File: config.mk
export PLATFORM = sky130hd
export DESIGN_NAME = fpe_host
export DESIGN_NICKNAME = d
export VERILOG_FILES = /design/src/fpe_pkg.sv /design/src/fpe_host.sv
export VERILOG_INCLUDE_DIRS = /design/src
export SDC_FILE = /design/constraint.sdc
export NUM_CORES = 1
export LEC_CHECK = 0
export BUFFER_PORTS_ARGS = -buffer_cell sky130_fd_sc_hd__buf_2
export CAP_MARGIN = 20
export CORE_UTILIZATION = 55
export DETAILED_ROUTE_END_ITERATION = 12
export MAX_ROUTING_LAYER = met4
export PLACE_DENSITY_LB_ADDON = 0.05
export REMOVE_ABC_BUFFERS = 1
export SETUP_SLACK_MARGIN = 0.02
export SYNTH_ARGS = -nofsm -noshare
export SYNTH_HDL_FRONTEND = slang
export SYNTH_SLANG_ARGS = --single-unit
File: constraint.sdc
create_clock -name mclk_in -period 5.9 [get_ports mclk_in]
set_clock_uncertainty 0.1 [all_clocks]
set_input_delay 0.295 -clock mclk_in [delete_from_list [all_inputs] [get_ports mclk_in]]
set_output_delay 0.295 -clock mclk_in [all_outputs]
set_load 0.005 [all_outputs]
File: src/fpe_regs.svh
// Command codes, pin timing counts and loop limits for the flash sequencer.
`ifndef FPE_REGS_SVH
`define FPE_REGS_SVH
`define FPE_CMD_READ        8'h00
`define FPE_CMD_ERASE       8'h20
`define FPE_CMD_PROGRAM     8'h40
`define FPE_CMD_ERASE_VFY   8'hA0
`define FPE_CMD_PROG_VFY    8'hC0
`define FPE_CMD_RESET       8'hFF
`define FPE_ERASED_BYTE     8'hFF
`define FPE_ZERO_BYTE       8'h00
`define FPE_CLK_NS          10
`define FPE_PROG_WAIT_US    10
`define FPE_ERASE_WAIT_MS   10
`define FPE_VFY_WAIT_US     6
`define FPE_PROG_WAIT_CYC   ((`FPE_PROG_WAIT_US * 1000) / `FPE_CLK_NS)
`define FPE_ERASE_WAIT_CYC  ((`FPE_ERASE_WAIT_MS * 1000000) / `FPE_CLK_NS)
`define FPE_VFY_WAIT_CYC    ((`FPE_VFY_WAIT_US * 1000) / `FPE_CLK_NS)
`define FPE_STROBE_LOW_CYC  8
`define FPE_STROBE_HIGH_CYC 4
`define FPE_MAX_PROG_TRY    25
`define FPE_MAX_ERASE_TRY   1000
`endif

File: src/fpe_pkg.sv
// Types shared by the flash sequencer.
package fpe_pkg;
    typedef enum logic [1:0] {
        FPE_OP_NONE,
        FPE_OP_PROGRAM,
        FPE_OP_ERASE
    } fpe_op_e;
endpackage

File: src/fpe_host.sv
// Host controller that programs and erases a byte-wide bulk-erase flash.
`include "fpe_regs.svh"

// What this block does
// [RULE1] Writes C0h to select program verify of the last programmed byte.
// [RULE2] Treats the program pulse as ended once the C0h write strobe rises.
// [RULE3] Reads back every programmed byte and reprograms it on mismatch.
// [RULE4] Writes A0h after an erase to end erase and enter erase verify.
// [RULE5] Holds the byte address stable across the erase verify strobe.
// [RULE6] Rewrites A0h with each new address rather than relying on erase verify staying selected.
// [RULE7] Counts a byte erased only on FFh; any failure repeats the erase.
// [RULE8] Writes 40h, then a second strobe carrying address and data.
// [RULE9] Drives address before strobe falls, data until strobe rises.
// [RULE10] Program pulse runs from one strobe rise to the next.
// [RULE11] Waits 10 us after the program write before writing C0h.
// [RULE12] Device stop timer bounds the pulse; a new command follows it.
// [RULE13] Cancels a set-up with two consecutive FFh writes on abort.
// [RULE14] Programs the whole array to 00h once per erase request, before its first erase pulse.
// [RULE15] Erase loop writes 20h twice, waits 10 ms, writes A0h with address.
// [RULE16] Waits 6 us after erase verify, then reads and compares with FFh.
// [RULE17] Ends every sequence with 00h before dropping the supply.
// [RULE18] Single device here; each pulse is followed by its own verify.
// [RULE19] Masks by holding chip select high when idle or done.
// [RULE20] Writes with chip select low and a low pulse on write strobe.
// [RULE21] Issues the first command of each attempt only while the high supply is reported present.
// [RULE22] Device starts in read mode, so reads need no command.
// [RULE23] A second 20h write starts erase; the next strobe ends it.
// [RULE24] Stalls the first write (40h or 20h) of each attempt while program_supply_low is asserted.
module fpe_host #(
    parameter int ADDR_W      = 17,
    parameter int ERASE_WAIT  = `FPE_ERASE_WAIT_CYC,
    parameter int PROG_TRIES  = `FPE_MAX_PROG_TRY,
    parameter int ERASE_TRIES = `FPE_MAX_ERASE_TRY
) (
    input  wire logic              mclk_in,
    input  wire logic              rst_b_in,
    input  wire logic              prog_start_in,
    input  wire logic              erase_start_in,
    input  wire logic              abort_in,
    input  wire logic [ADDR_W-1:0] program_target_addr_in,
    input  wire logic [7:0]        program_write_value_in,
    input  wire logic              program_supply_low_in,
    input  wire logic [7:0]        flash_dq_in,
    output logic                   busy_out,
    output logic                   done_out,
    output logic                   fail_out,
    output logic                   vpp_high_req_out,
    output logic [ADDR_W-1:0]      flash_addr_out,
    output logic [7:0]             flash_dq_out,
    output logic                   flash_dq_oe_out,
    output logic                   flash_ce_b_out,
    output logic                   flash_oe_b_out,
    output logic                   flash_we_b_out
);
    localparam int WAIT_W = 32;

    initial begin
        if (ADDR_W < 1 || ADDR_W > 24 || PROG_TRIES < 1 ||
            PROG_TRIES > 65536 || ERASE_TRIES > 65536 ||
            ERASE_TRIES < 1 || ERASE_WAIT < 1) begin
            $error("fpe_host: unsupported parameter values");
        end
    end

    typedef enum logic [4:0] {
        FPE_IDLE, FPE_SUPPLY, FPE_WR_LOW, FPE_WR_HIGH, FPE_WAIT,
        FPE_RD, FPE_NEXT, FPE_FINISH, FPE_FIN_SUPPLY
    } fpe_state_e;

    typedef enum logic [3:0] {
        FPE_ST_SETUP, FPE_ST_DATA, FPE_ST_PVFY, FPE_ST_ESET, FPE_ST_EGO,
        FPE_ST_EVFY, FPE_ST_READ, FPE_ST_RST1, FPE_ST_RST2
    } fpe_step_e;

    fpe_state_e        state_reg;
    fpe_step_e         step_reg;
    fpe_pkg::fpe_op_e  op_reg;
    logic              zero_phase_reg;
    logic [WAIT_W-1:0] wait_reg;
    logic [ADDR_W-1:0] addr_reg;
    logic [7:0]        data_reg;
    logic [7:0]        wr_byte_reg;
    logic [15:0]       tries_reg;
    logic              done_reg;
    logic              fail_reg;
    logic [7:0]        dq_meta_reg;
    logic [7:0]        dq_sync_reg;
    logic              vpp_meta_reg;
    logic              vpp_low_reg;
    logic              last_addr;

    assign last_addr = (addr_reg == {ADDR_W{1'b1}});

    // Pins from the flash and supply monitor are asynchronous to mclk_in.
    always_ff @(posedge mclk_in) begin
        dq_meta_reg  <= flash_dq_in;
        dq_sync_reg  <= dq_meta_reg;
        vpp_meta_reg <= program_supply_low_in;
        vpp_low_reg  <= vpp_meta_reg;
    end

    // One write cycle: address first, strobe low, data held past the rise.
    task automatic start_write(input logic [7:0] value);
        wr_byte_reg <= value;
        wait_reg    <= WAIT_W'(`FPE_STROBE_LOW_CYC);
        state_reg   <= FPE_WR_LOW;
    endtask

    always_ff @(posedge mclk_in) begin
        if (!rst_b_in) begin
            state_reg      <= FPE_IDLE;
            step_reg       <= FPE_ST_SETUP;
            op_reg         <= fpe_pkg::FPE_OP_NONE;
            zero_phase_reg <= 1'b0;
            wait_reg       <= '0;
            addr_reg       <= '0;
            data_reg       <= 8'h00;
            wr_byte_reg    <= `FPE_CMD_READ;
            tries_reg      <= 16'h0000;
            done_reg       <= 1'b0;
            fail_reg       <= 1'b0;
        end else begin
            done_reg <= 1'b0;
            case (state_reg)
            FPE_IDLE: begin
                if (prog_start_in || erase_start_in) begin
                    op_reg    <= prog_start_in ? fpe_pkg::FPE_OP_PROGRAM
                                               : fpe_pkg::FPE_OP_ERASE;
                    // Erase first fills the array with zeros. [RULE14]
                    zero_phase_reg <= !prog_start_in;
                    addr_reg  <= prog_start_in ? program_target_addr_in : '0;
                    data_reg  <= prog_start_in ? program_write_value_in
                                               : `FPE_ZERO_BYTE;
                    step_reg  <= FPE_ST_SETUP;
                    tries_reg <= 16'h0000;
                    fail_reg  <= 1'b0;
                    state_reg <= FPE_SUPPLY;
                end
            end
            FPE_SUPPLY: begin
                // Commands wait until the high supply is present. [RULE21] [RULE24]
                if (!vpp_low_reg) begin
                    if (op_reg == fpe_pkg::FPE_OP_ERASE && !zero_phase_reg) begin
                        step_reg <= FPE_ST_ESET;
                        start_write(`FPE_CMD_ERASE); // [RULE15] [RULE23]
                    end else begin
                        step_reg <= FPE_ST_SETUP;
                        start_write(`FPE_CMD_PROGRAM); // [RULE8]
                    end
                end
            end
            FPE_WR_LOW: begin
                // Strobe low with chip select low. [RULE9] [RULE20] [RULE5]
                if (wait_reg == '0) begin
                    wait_reg  <= WAIT_W'(`FPE_STROBE_HIGH_CYC);
                    state_reg <= FPE_WR_HIGH;
                end else begin
                    wait_reg <= wait_reg - WAIT_W'(1);
                end
            end
            FPE_WR_HIGH: begin
                if (wait_reg != '0) begin
                    wait_reg <= wait_reg - WAIT_W'(1);
                end else if (abort_in && (step_reg == FPE_ST_SETUP ||
                                          step_reg == FPE_ST_ESET)) begin
                    step_reg <= FPE_ST_RST1;
                    start_write(`FPE_CMD_RESET); // [RULE13]
                end else begin
                    case (step_reg)
                    FPE_ST_SETUP: begin
                        step_reg <= FPE_ST_DATA;
                        start_write(data_reg); // [RULE8] [RULE10]
                    end
                    FPE_ST_DATA: begin
                        step_reg  <= FPE_ST_PVFY;
                        wait_reg  <= WAIT_W'(`FPE_PROG_WAIT_CYC); // [RULE11]
                        state_reg <= FPE_WAIT;
                    end
                    FPE_ST_READ, FPE_ST_EVFY: begin
                        // The verify strobe ends the pulse. [RULE2] [RULE4] [RULE6]
                        wait_reg  <= WAIT_W'(`FPE_VFY_WAIT_CYC); // [RULE16]
                        state_reg <= FPE_WAIT;
                    end
                    FPE_ST_ESET: begin
                        step_reg <= FPE_ST_EGO;
                        start_write(`FPE_CMD_ERASE); // [RULE15] [RULE23]
                    end
                    FPE_ST_EGO: begin
                        // Step stays so the wait ends in the verify write.
                        wait_reg  <= WAIT_W'(ERASE_WAIT); // [RULE15]
                        state_reg <= FPE_WAIT;
                    end
                    FPE_ST_RST1: begin
                        step_reg <= FPE_ST_RST2;
                        start_write(`FPE_CMD_RESET); // [RULE13]
                    end
                    FPE_ST_RST2: begin
                        fail_reg  <= 1'b1;
                        state_reg <= FPE_FINISH;
                    end
                    default: state_reg <= FPE_FINISH;
                    endcase
                end
            end
            FPE_WAIT: begin
                if (wait_reg != '0) begin
                    wait_reg <= wait_reg - WAIT_W'(1);
                end else if (step_reg == FPE_ST_PVFY) begin
                    step_reg <= FPE_ST_READ;
                    start_write(`FPE_CMD_PROG_VFY); // [RULE1] [RULE12]
                end else if (step_reg == FPE_ST_EGO) begin
                    step_reg <= FPE_ST_EVFY;
                    start_write(`FPE_CMD_ERASE_VFY); // [RULE4] [RULE15]
                end else begin
                    state_reg <= FPE_RD;
                end
            end
            FPE_RD: begin
                // Read cycle; sample after the pin synchroniser settles.
                if (wait_reg == WAIT_W'(`FPE_STROBE_LOW_CYC)) begin
                    wait_reg  <= '0;
                    state_reg <= FPE_NEXT;
                end else begin
                    wait_reg <= wait_reg + WAIT_W'(1);
                end
            end
            FPE_NEXT: begin
                state_reg <= FPE_SUPPLY;
                if (step_reg == FPE_ST_EVFY) begin
                    if (dq_sync_reg != `FPE_ERASED_BYTE) begin
                        // Any unerased byte needs another pulse. [RULE7] [RULE18]
                        tries_reg <= tries_reg + 16'h0001;
                        if (tries_reg == 16'(ERASE_TRIES - 1)) begin
                            fail_reg  <= 1'b1;
                            state_reg <= FPE_FINISH;
                        end
                    end else if (last_addr) begin
                        state_reg <= FPE_FINISH;
                    end else begin
                        addr_reg <= addr_reg + ADDR_W'(1);
                        step_reg <= FPE_ST_EVFY;
                        start_write(`FPE_CMD_ERASE_VFY); // [RULE4] [RULE5]
                    end
                end else if (dq_sync_reg != data_reg) begin
                    // Reprogram the same byte on mismatch. [RULE3]
                    tries_reg <= tries_reg + 16'h0001;
                    if (tries_reg == 16'(PROG_TRIES - 1)) begin
                        fail_reg  <= 1'b1;
                        state_reg <= FPE_FINISH;
                    end
                end else if (zero_phase_reg && !last_addr) begin
                    addr_reg  <= addr_reg + ADDR_W'(1);
                    tries_reg <= 16'h0000;
                end else if (zero_phase_reg) begin
                    zero_phase_reg <= 1'b0;
                    addr_reg       <= '0;
                    tries_reg      <= 16'h0000;
                end else begin
                    state_reg <= FPE_FINISH;
                end
            end
            FPE_FINISH: begin
                // Restore read mode before the supply drops. [RULE17] [RULE22]
                step_reg <= FPE_ST_READ;
                wr_byte_reg <= `FPE_CMD_READ;
                wait_reg  <= WAIT_W'(`FPE_STROBE_LOW_CYC);
                state_reg <= FPE_FIN_SUPPLY;
            end
            FPE_FIN_SUPPLY: begin
                if (wait_reg != '0) begin
                    wait_reg <= wait_reg - WAIT_W'(1);
                end else begin
                    done_reg  <= 1'b1;
                    op_reg    <= fpe_pkg::FPE_OP_NONE;
                    state_reg <= FPE_IDLE;
                end
            end
            default: state_reg <= FPE_IDLE;
            endcase
        end
    end

    logic in_write;
    assign in_write = (state_reg == FPE_WR_LOW) ||
                      (state_reg == FPE_WR_HIGH && wait_reg != '0) ||
                      (state_reg == FPE_FIN_SUPPLY);

    // Idle flash is masked by chip select high. [RULE19]
    assign busy_out         = (state_reg != FPE_IDLE);
    assign done_out         = done_reg;
    assign fail_out         = fail_reg;
    assign vpp_high_req_out = (op_reg != fpe_pkg::FPE_OP_NONE);
    assign flash_addr_out   = addr_reg;
    assign flash_dq_out     = wr_byte_reg;
    assign flash_dq_oe_out  = in_write;
    assign flash_ce_b_out   = !(in_write || state_reg == FPE_RD);
    assign flash_oe_b_out   = !(state_reg == FPE_RD);
    // Chip select and address lead the strobe by one cycle for setup.
    assign flash_we_b_out   = !((state_reg == FPE_WR_LOW &&
                                 wait_reg != WAIT_W'(`FPE_STROBE_LOW_CYC)) ||
                                (state_reg == FPE_FIN_SUPPLY &&
                                 wait_reg > WAIT_W'(1) &&
                                 wait_reg < WAIT_W'(`FPE_STROBE_LOW_CYC)));
endmodule

==> flow_summary.ini <==
[run_status]
status = complete, no violations

[sta]
final-hold-violation-count = 0
fmaxAchievable_ghz = 0.240
slew_viol_final = 0
report.final.setup_viol = 0
rsz0062_at_grt = no
finalCritPeriodShare_pct = 70.5
holdWs_ns = 0.0616
fin_ws_ns = 1.74
tightestPinTransition_ns = 1.10
slew_headroom_pct = 25.7
fin_crit_ns = 4.16
fin_tns_setup_ns = 0

[power]
vdd_ir_drop_max_uv = 337
power_density_mw_per_mm2 = 465
p_leak_nw = 2.90

[synth]
synth_most_common_cell = dfxtp_1
yosysTopAreaCell = dfxtp_1
synth.top_cells.by_count = dfxtp_1, nor2_1, nand2_1
synth_top_area_share_pct = 31.8
synth-seq-cells = 112
ys_types = 80
synthTopCellsByArea = dfxtp_1, nor2_1, a21oi_1
avgSynthCellArea_um2 = 7.56
synth_top_flop_cell = dfxtp_1
async_flop_share_pct = 0
seq_area_frac_synth_pct = 31.8
yosysWarnings = 0
syn_inst = 933
synth_edf_count = 0
synth_area_mm2 = 0.00706

[place]
dpl.hpwl_um = 14800
pre_cts_ws_ns = 1.69
gp_congestion = 0.943
portBuffers = 71

[floorplan]
ios = 72
num_rows = 41
initial_core_util_pct = 56.2
die_y_um = 115
die_w_um = 115
die_area_mm2 = 0.0133
core_area_mm2 = 0.0126

[clocking]
post_cts_buffers = 0
cts-htree-levels = 3
cts_buffers = 9
cts_tree = built
postCtsResizedCells = 0
clock-sinks = 112
clockRootBuffer = clkbuf_16
clkSlewWorstSetupHoldPaths_ns = 0.09
holdBufCountCts = 9
max-clock-path-buffers = 2
clk_latency_ns = 0.37

[global_route]
antenna_found_initial = 0
track_usage_pct = 33.3
grt_start_max_net_pins = 28
grt_pass1_wl_um = 33500
grt_overflow = 0
grt_pass1_vias = 6555

[critical_path]
cp_slowest_cell = a21oi_2
endpoint_kind = flip-flop
crit_path_start_kind = flip-flop
reg2regPathDepth = 9
r2r_end = wait_reg[9]
crit_type = reg -> reg
regToRegSetupSlack_ns = 1.74
slowest_delay_ns = 0.88
required_ns = 6.02
cp_cell_sequence = inv_1, ha_1, nor3b_1, nand4_2, or4_1, a21oi_2, nand2b_1, a221oi_1, o22ai_1
reg2reg_from = wait_reg[0]
critPathBufInv = 1
crit_arrival_ns = 4.28
cp_top_family = simple AND/OR/NAND/NOR gates
crit_fanout = 21

[detailed_routing]
antenna_left = 0
dr_wl_met2_um = 9420
top_layer = met4
wl_met1_um = 9360
vias = 7426
drc_errors = 0
drtPass1Iterations = 5
wl_per_cell_um = 18.4
drtIter0Drc = 739
viasPerCell = 6.53
wl_met3_um = 1790
wirelength_um = 21000

[layout]
largest_reg_flops = 32
ff_latch_area_mm2 = 0.00224
final_nets = 1008
n_antenna_cell = 0
drive_gt1_share_pct = 13.1
fillers = 1152
multi_input_area_mm2 = 0.00447
area_growth_syn_to_layout_pct = 10.8

[min_path]
hold_start = program_target_addr_in[9]
whs_endpoint = flash_addr_out[9]
holdPathStages = 3
min_path_type = in -> reg

[flow_run]
cap_violations = 0
layout make-up:
class | count | area share, %
clock inverter | 7 | 1.28
clock buffer | 9 | 2.88
timing repair buffer | 88 | 6.47
tap | 172 | 2.75
sequential | 112 | 28.7
inverter | 16 | 0.768
multi-input combinational | 734 | 57.2
metal layers:
| layer | vias to the layer above | GRT usage [%] |
|---|---|---|
| li1 | 3515 | - |
| met1 | 3504 | 45.1 |
| met2 | 372 | 49.8 |
| met3 | 35 | 5.90 |
| met4 | 0 | 11.4 |
| met5 | - | - |
power by group:
part | leakage (nW) | total, W | internal (W) | switching, W
Clock | 0.158 | 0.000672 | 0.000345 | 0.000327
Sequential | 0.914 | 0.00105 | 0.000862 | 0.000189
Combinational | 1.82 | 0.00191 | 0.000698 | 0.00121
worst max path at each step:
stage,startpoint,endpoint,slack (ns),cells past startpoint
after floorplan,wait_reg[24],wait_reg[19],2.22,7
after detailed placement,wait_reg[0],wait_reg[9],1.69,9
after global placement,wait_reg[0],wait_reg[9],1.92,9
after CTS,wait_reg[0],wait_reg[9],1.70,9
final,wait_reg[0],wait_reg[9],1.74,9
after global routing,wait_reg[0],wait_reg[9],1.40,9
worst min-delay path: stages:
cell	delay (ns)
buf_2	0.09
nand2_1	0.04
a21oi_1	0.05
through the flow:
stage / area (µm²) / util (%) / total power, W / std cells
after floorplan: 6770 / - / 0.00236 / 862
after global placement: 7400 / 58.9 / 0.00287 / 1113
after detailed placement: 7400 / 58.9 / 0.00292 / 1113
after CTS: 7820 / 62.2 / 0.00359 / 1138
after global routing: 7820 / 62.2 / 0.00385 / 1138
final: 7820 / 62.2 / 0.00363 / 1138
kinds of logic (layout without fill, tap and decap cells):
logic type,count (synthesis),in the layout,share of synthesized area [%]
flops,112,112,31.8
simple gates,418,418,31.6
fa+ha+maj,8,8,1.42
mux,10,10,1.44
buf+inv,87,120,4.96
xor+xnor,36,36,4.47
compound gates,262,262,24.3
placed cells by master, fill, tap and decap left out, types with 8 or more instances in the layout:
cell type,instances
dfxtp_1,112
nor2_1,97
nand2_1,85
buf_2,71
a21oi_1,69
nor3_1,43
o21ai_0,43
nand3_1,28
xnor2_1,26
and3_1,23
nand4_1,23
o22ai_1,22
a31oi_1,16
inv_1,15
nor4_1,13
and2_1,12
or3_1,11
a22oi_1,11
nand2b_1,10
or2_2,10
xor2_1,10
a211oi_1,10
mux2i_1,9
clkbuf_16,9
dlygate4sd3_1,9
o31ai_1,8
nor2b_1,8
a22o_1,8
ha_1,8
buf_4,8
Power figures use the tool's default switching activity.
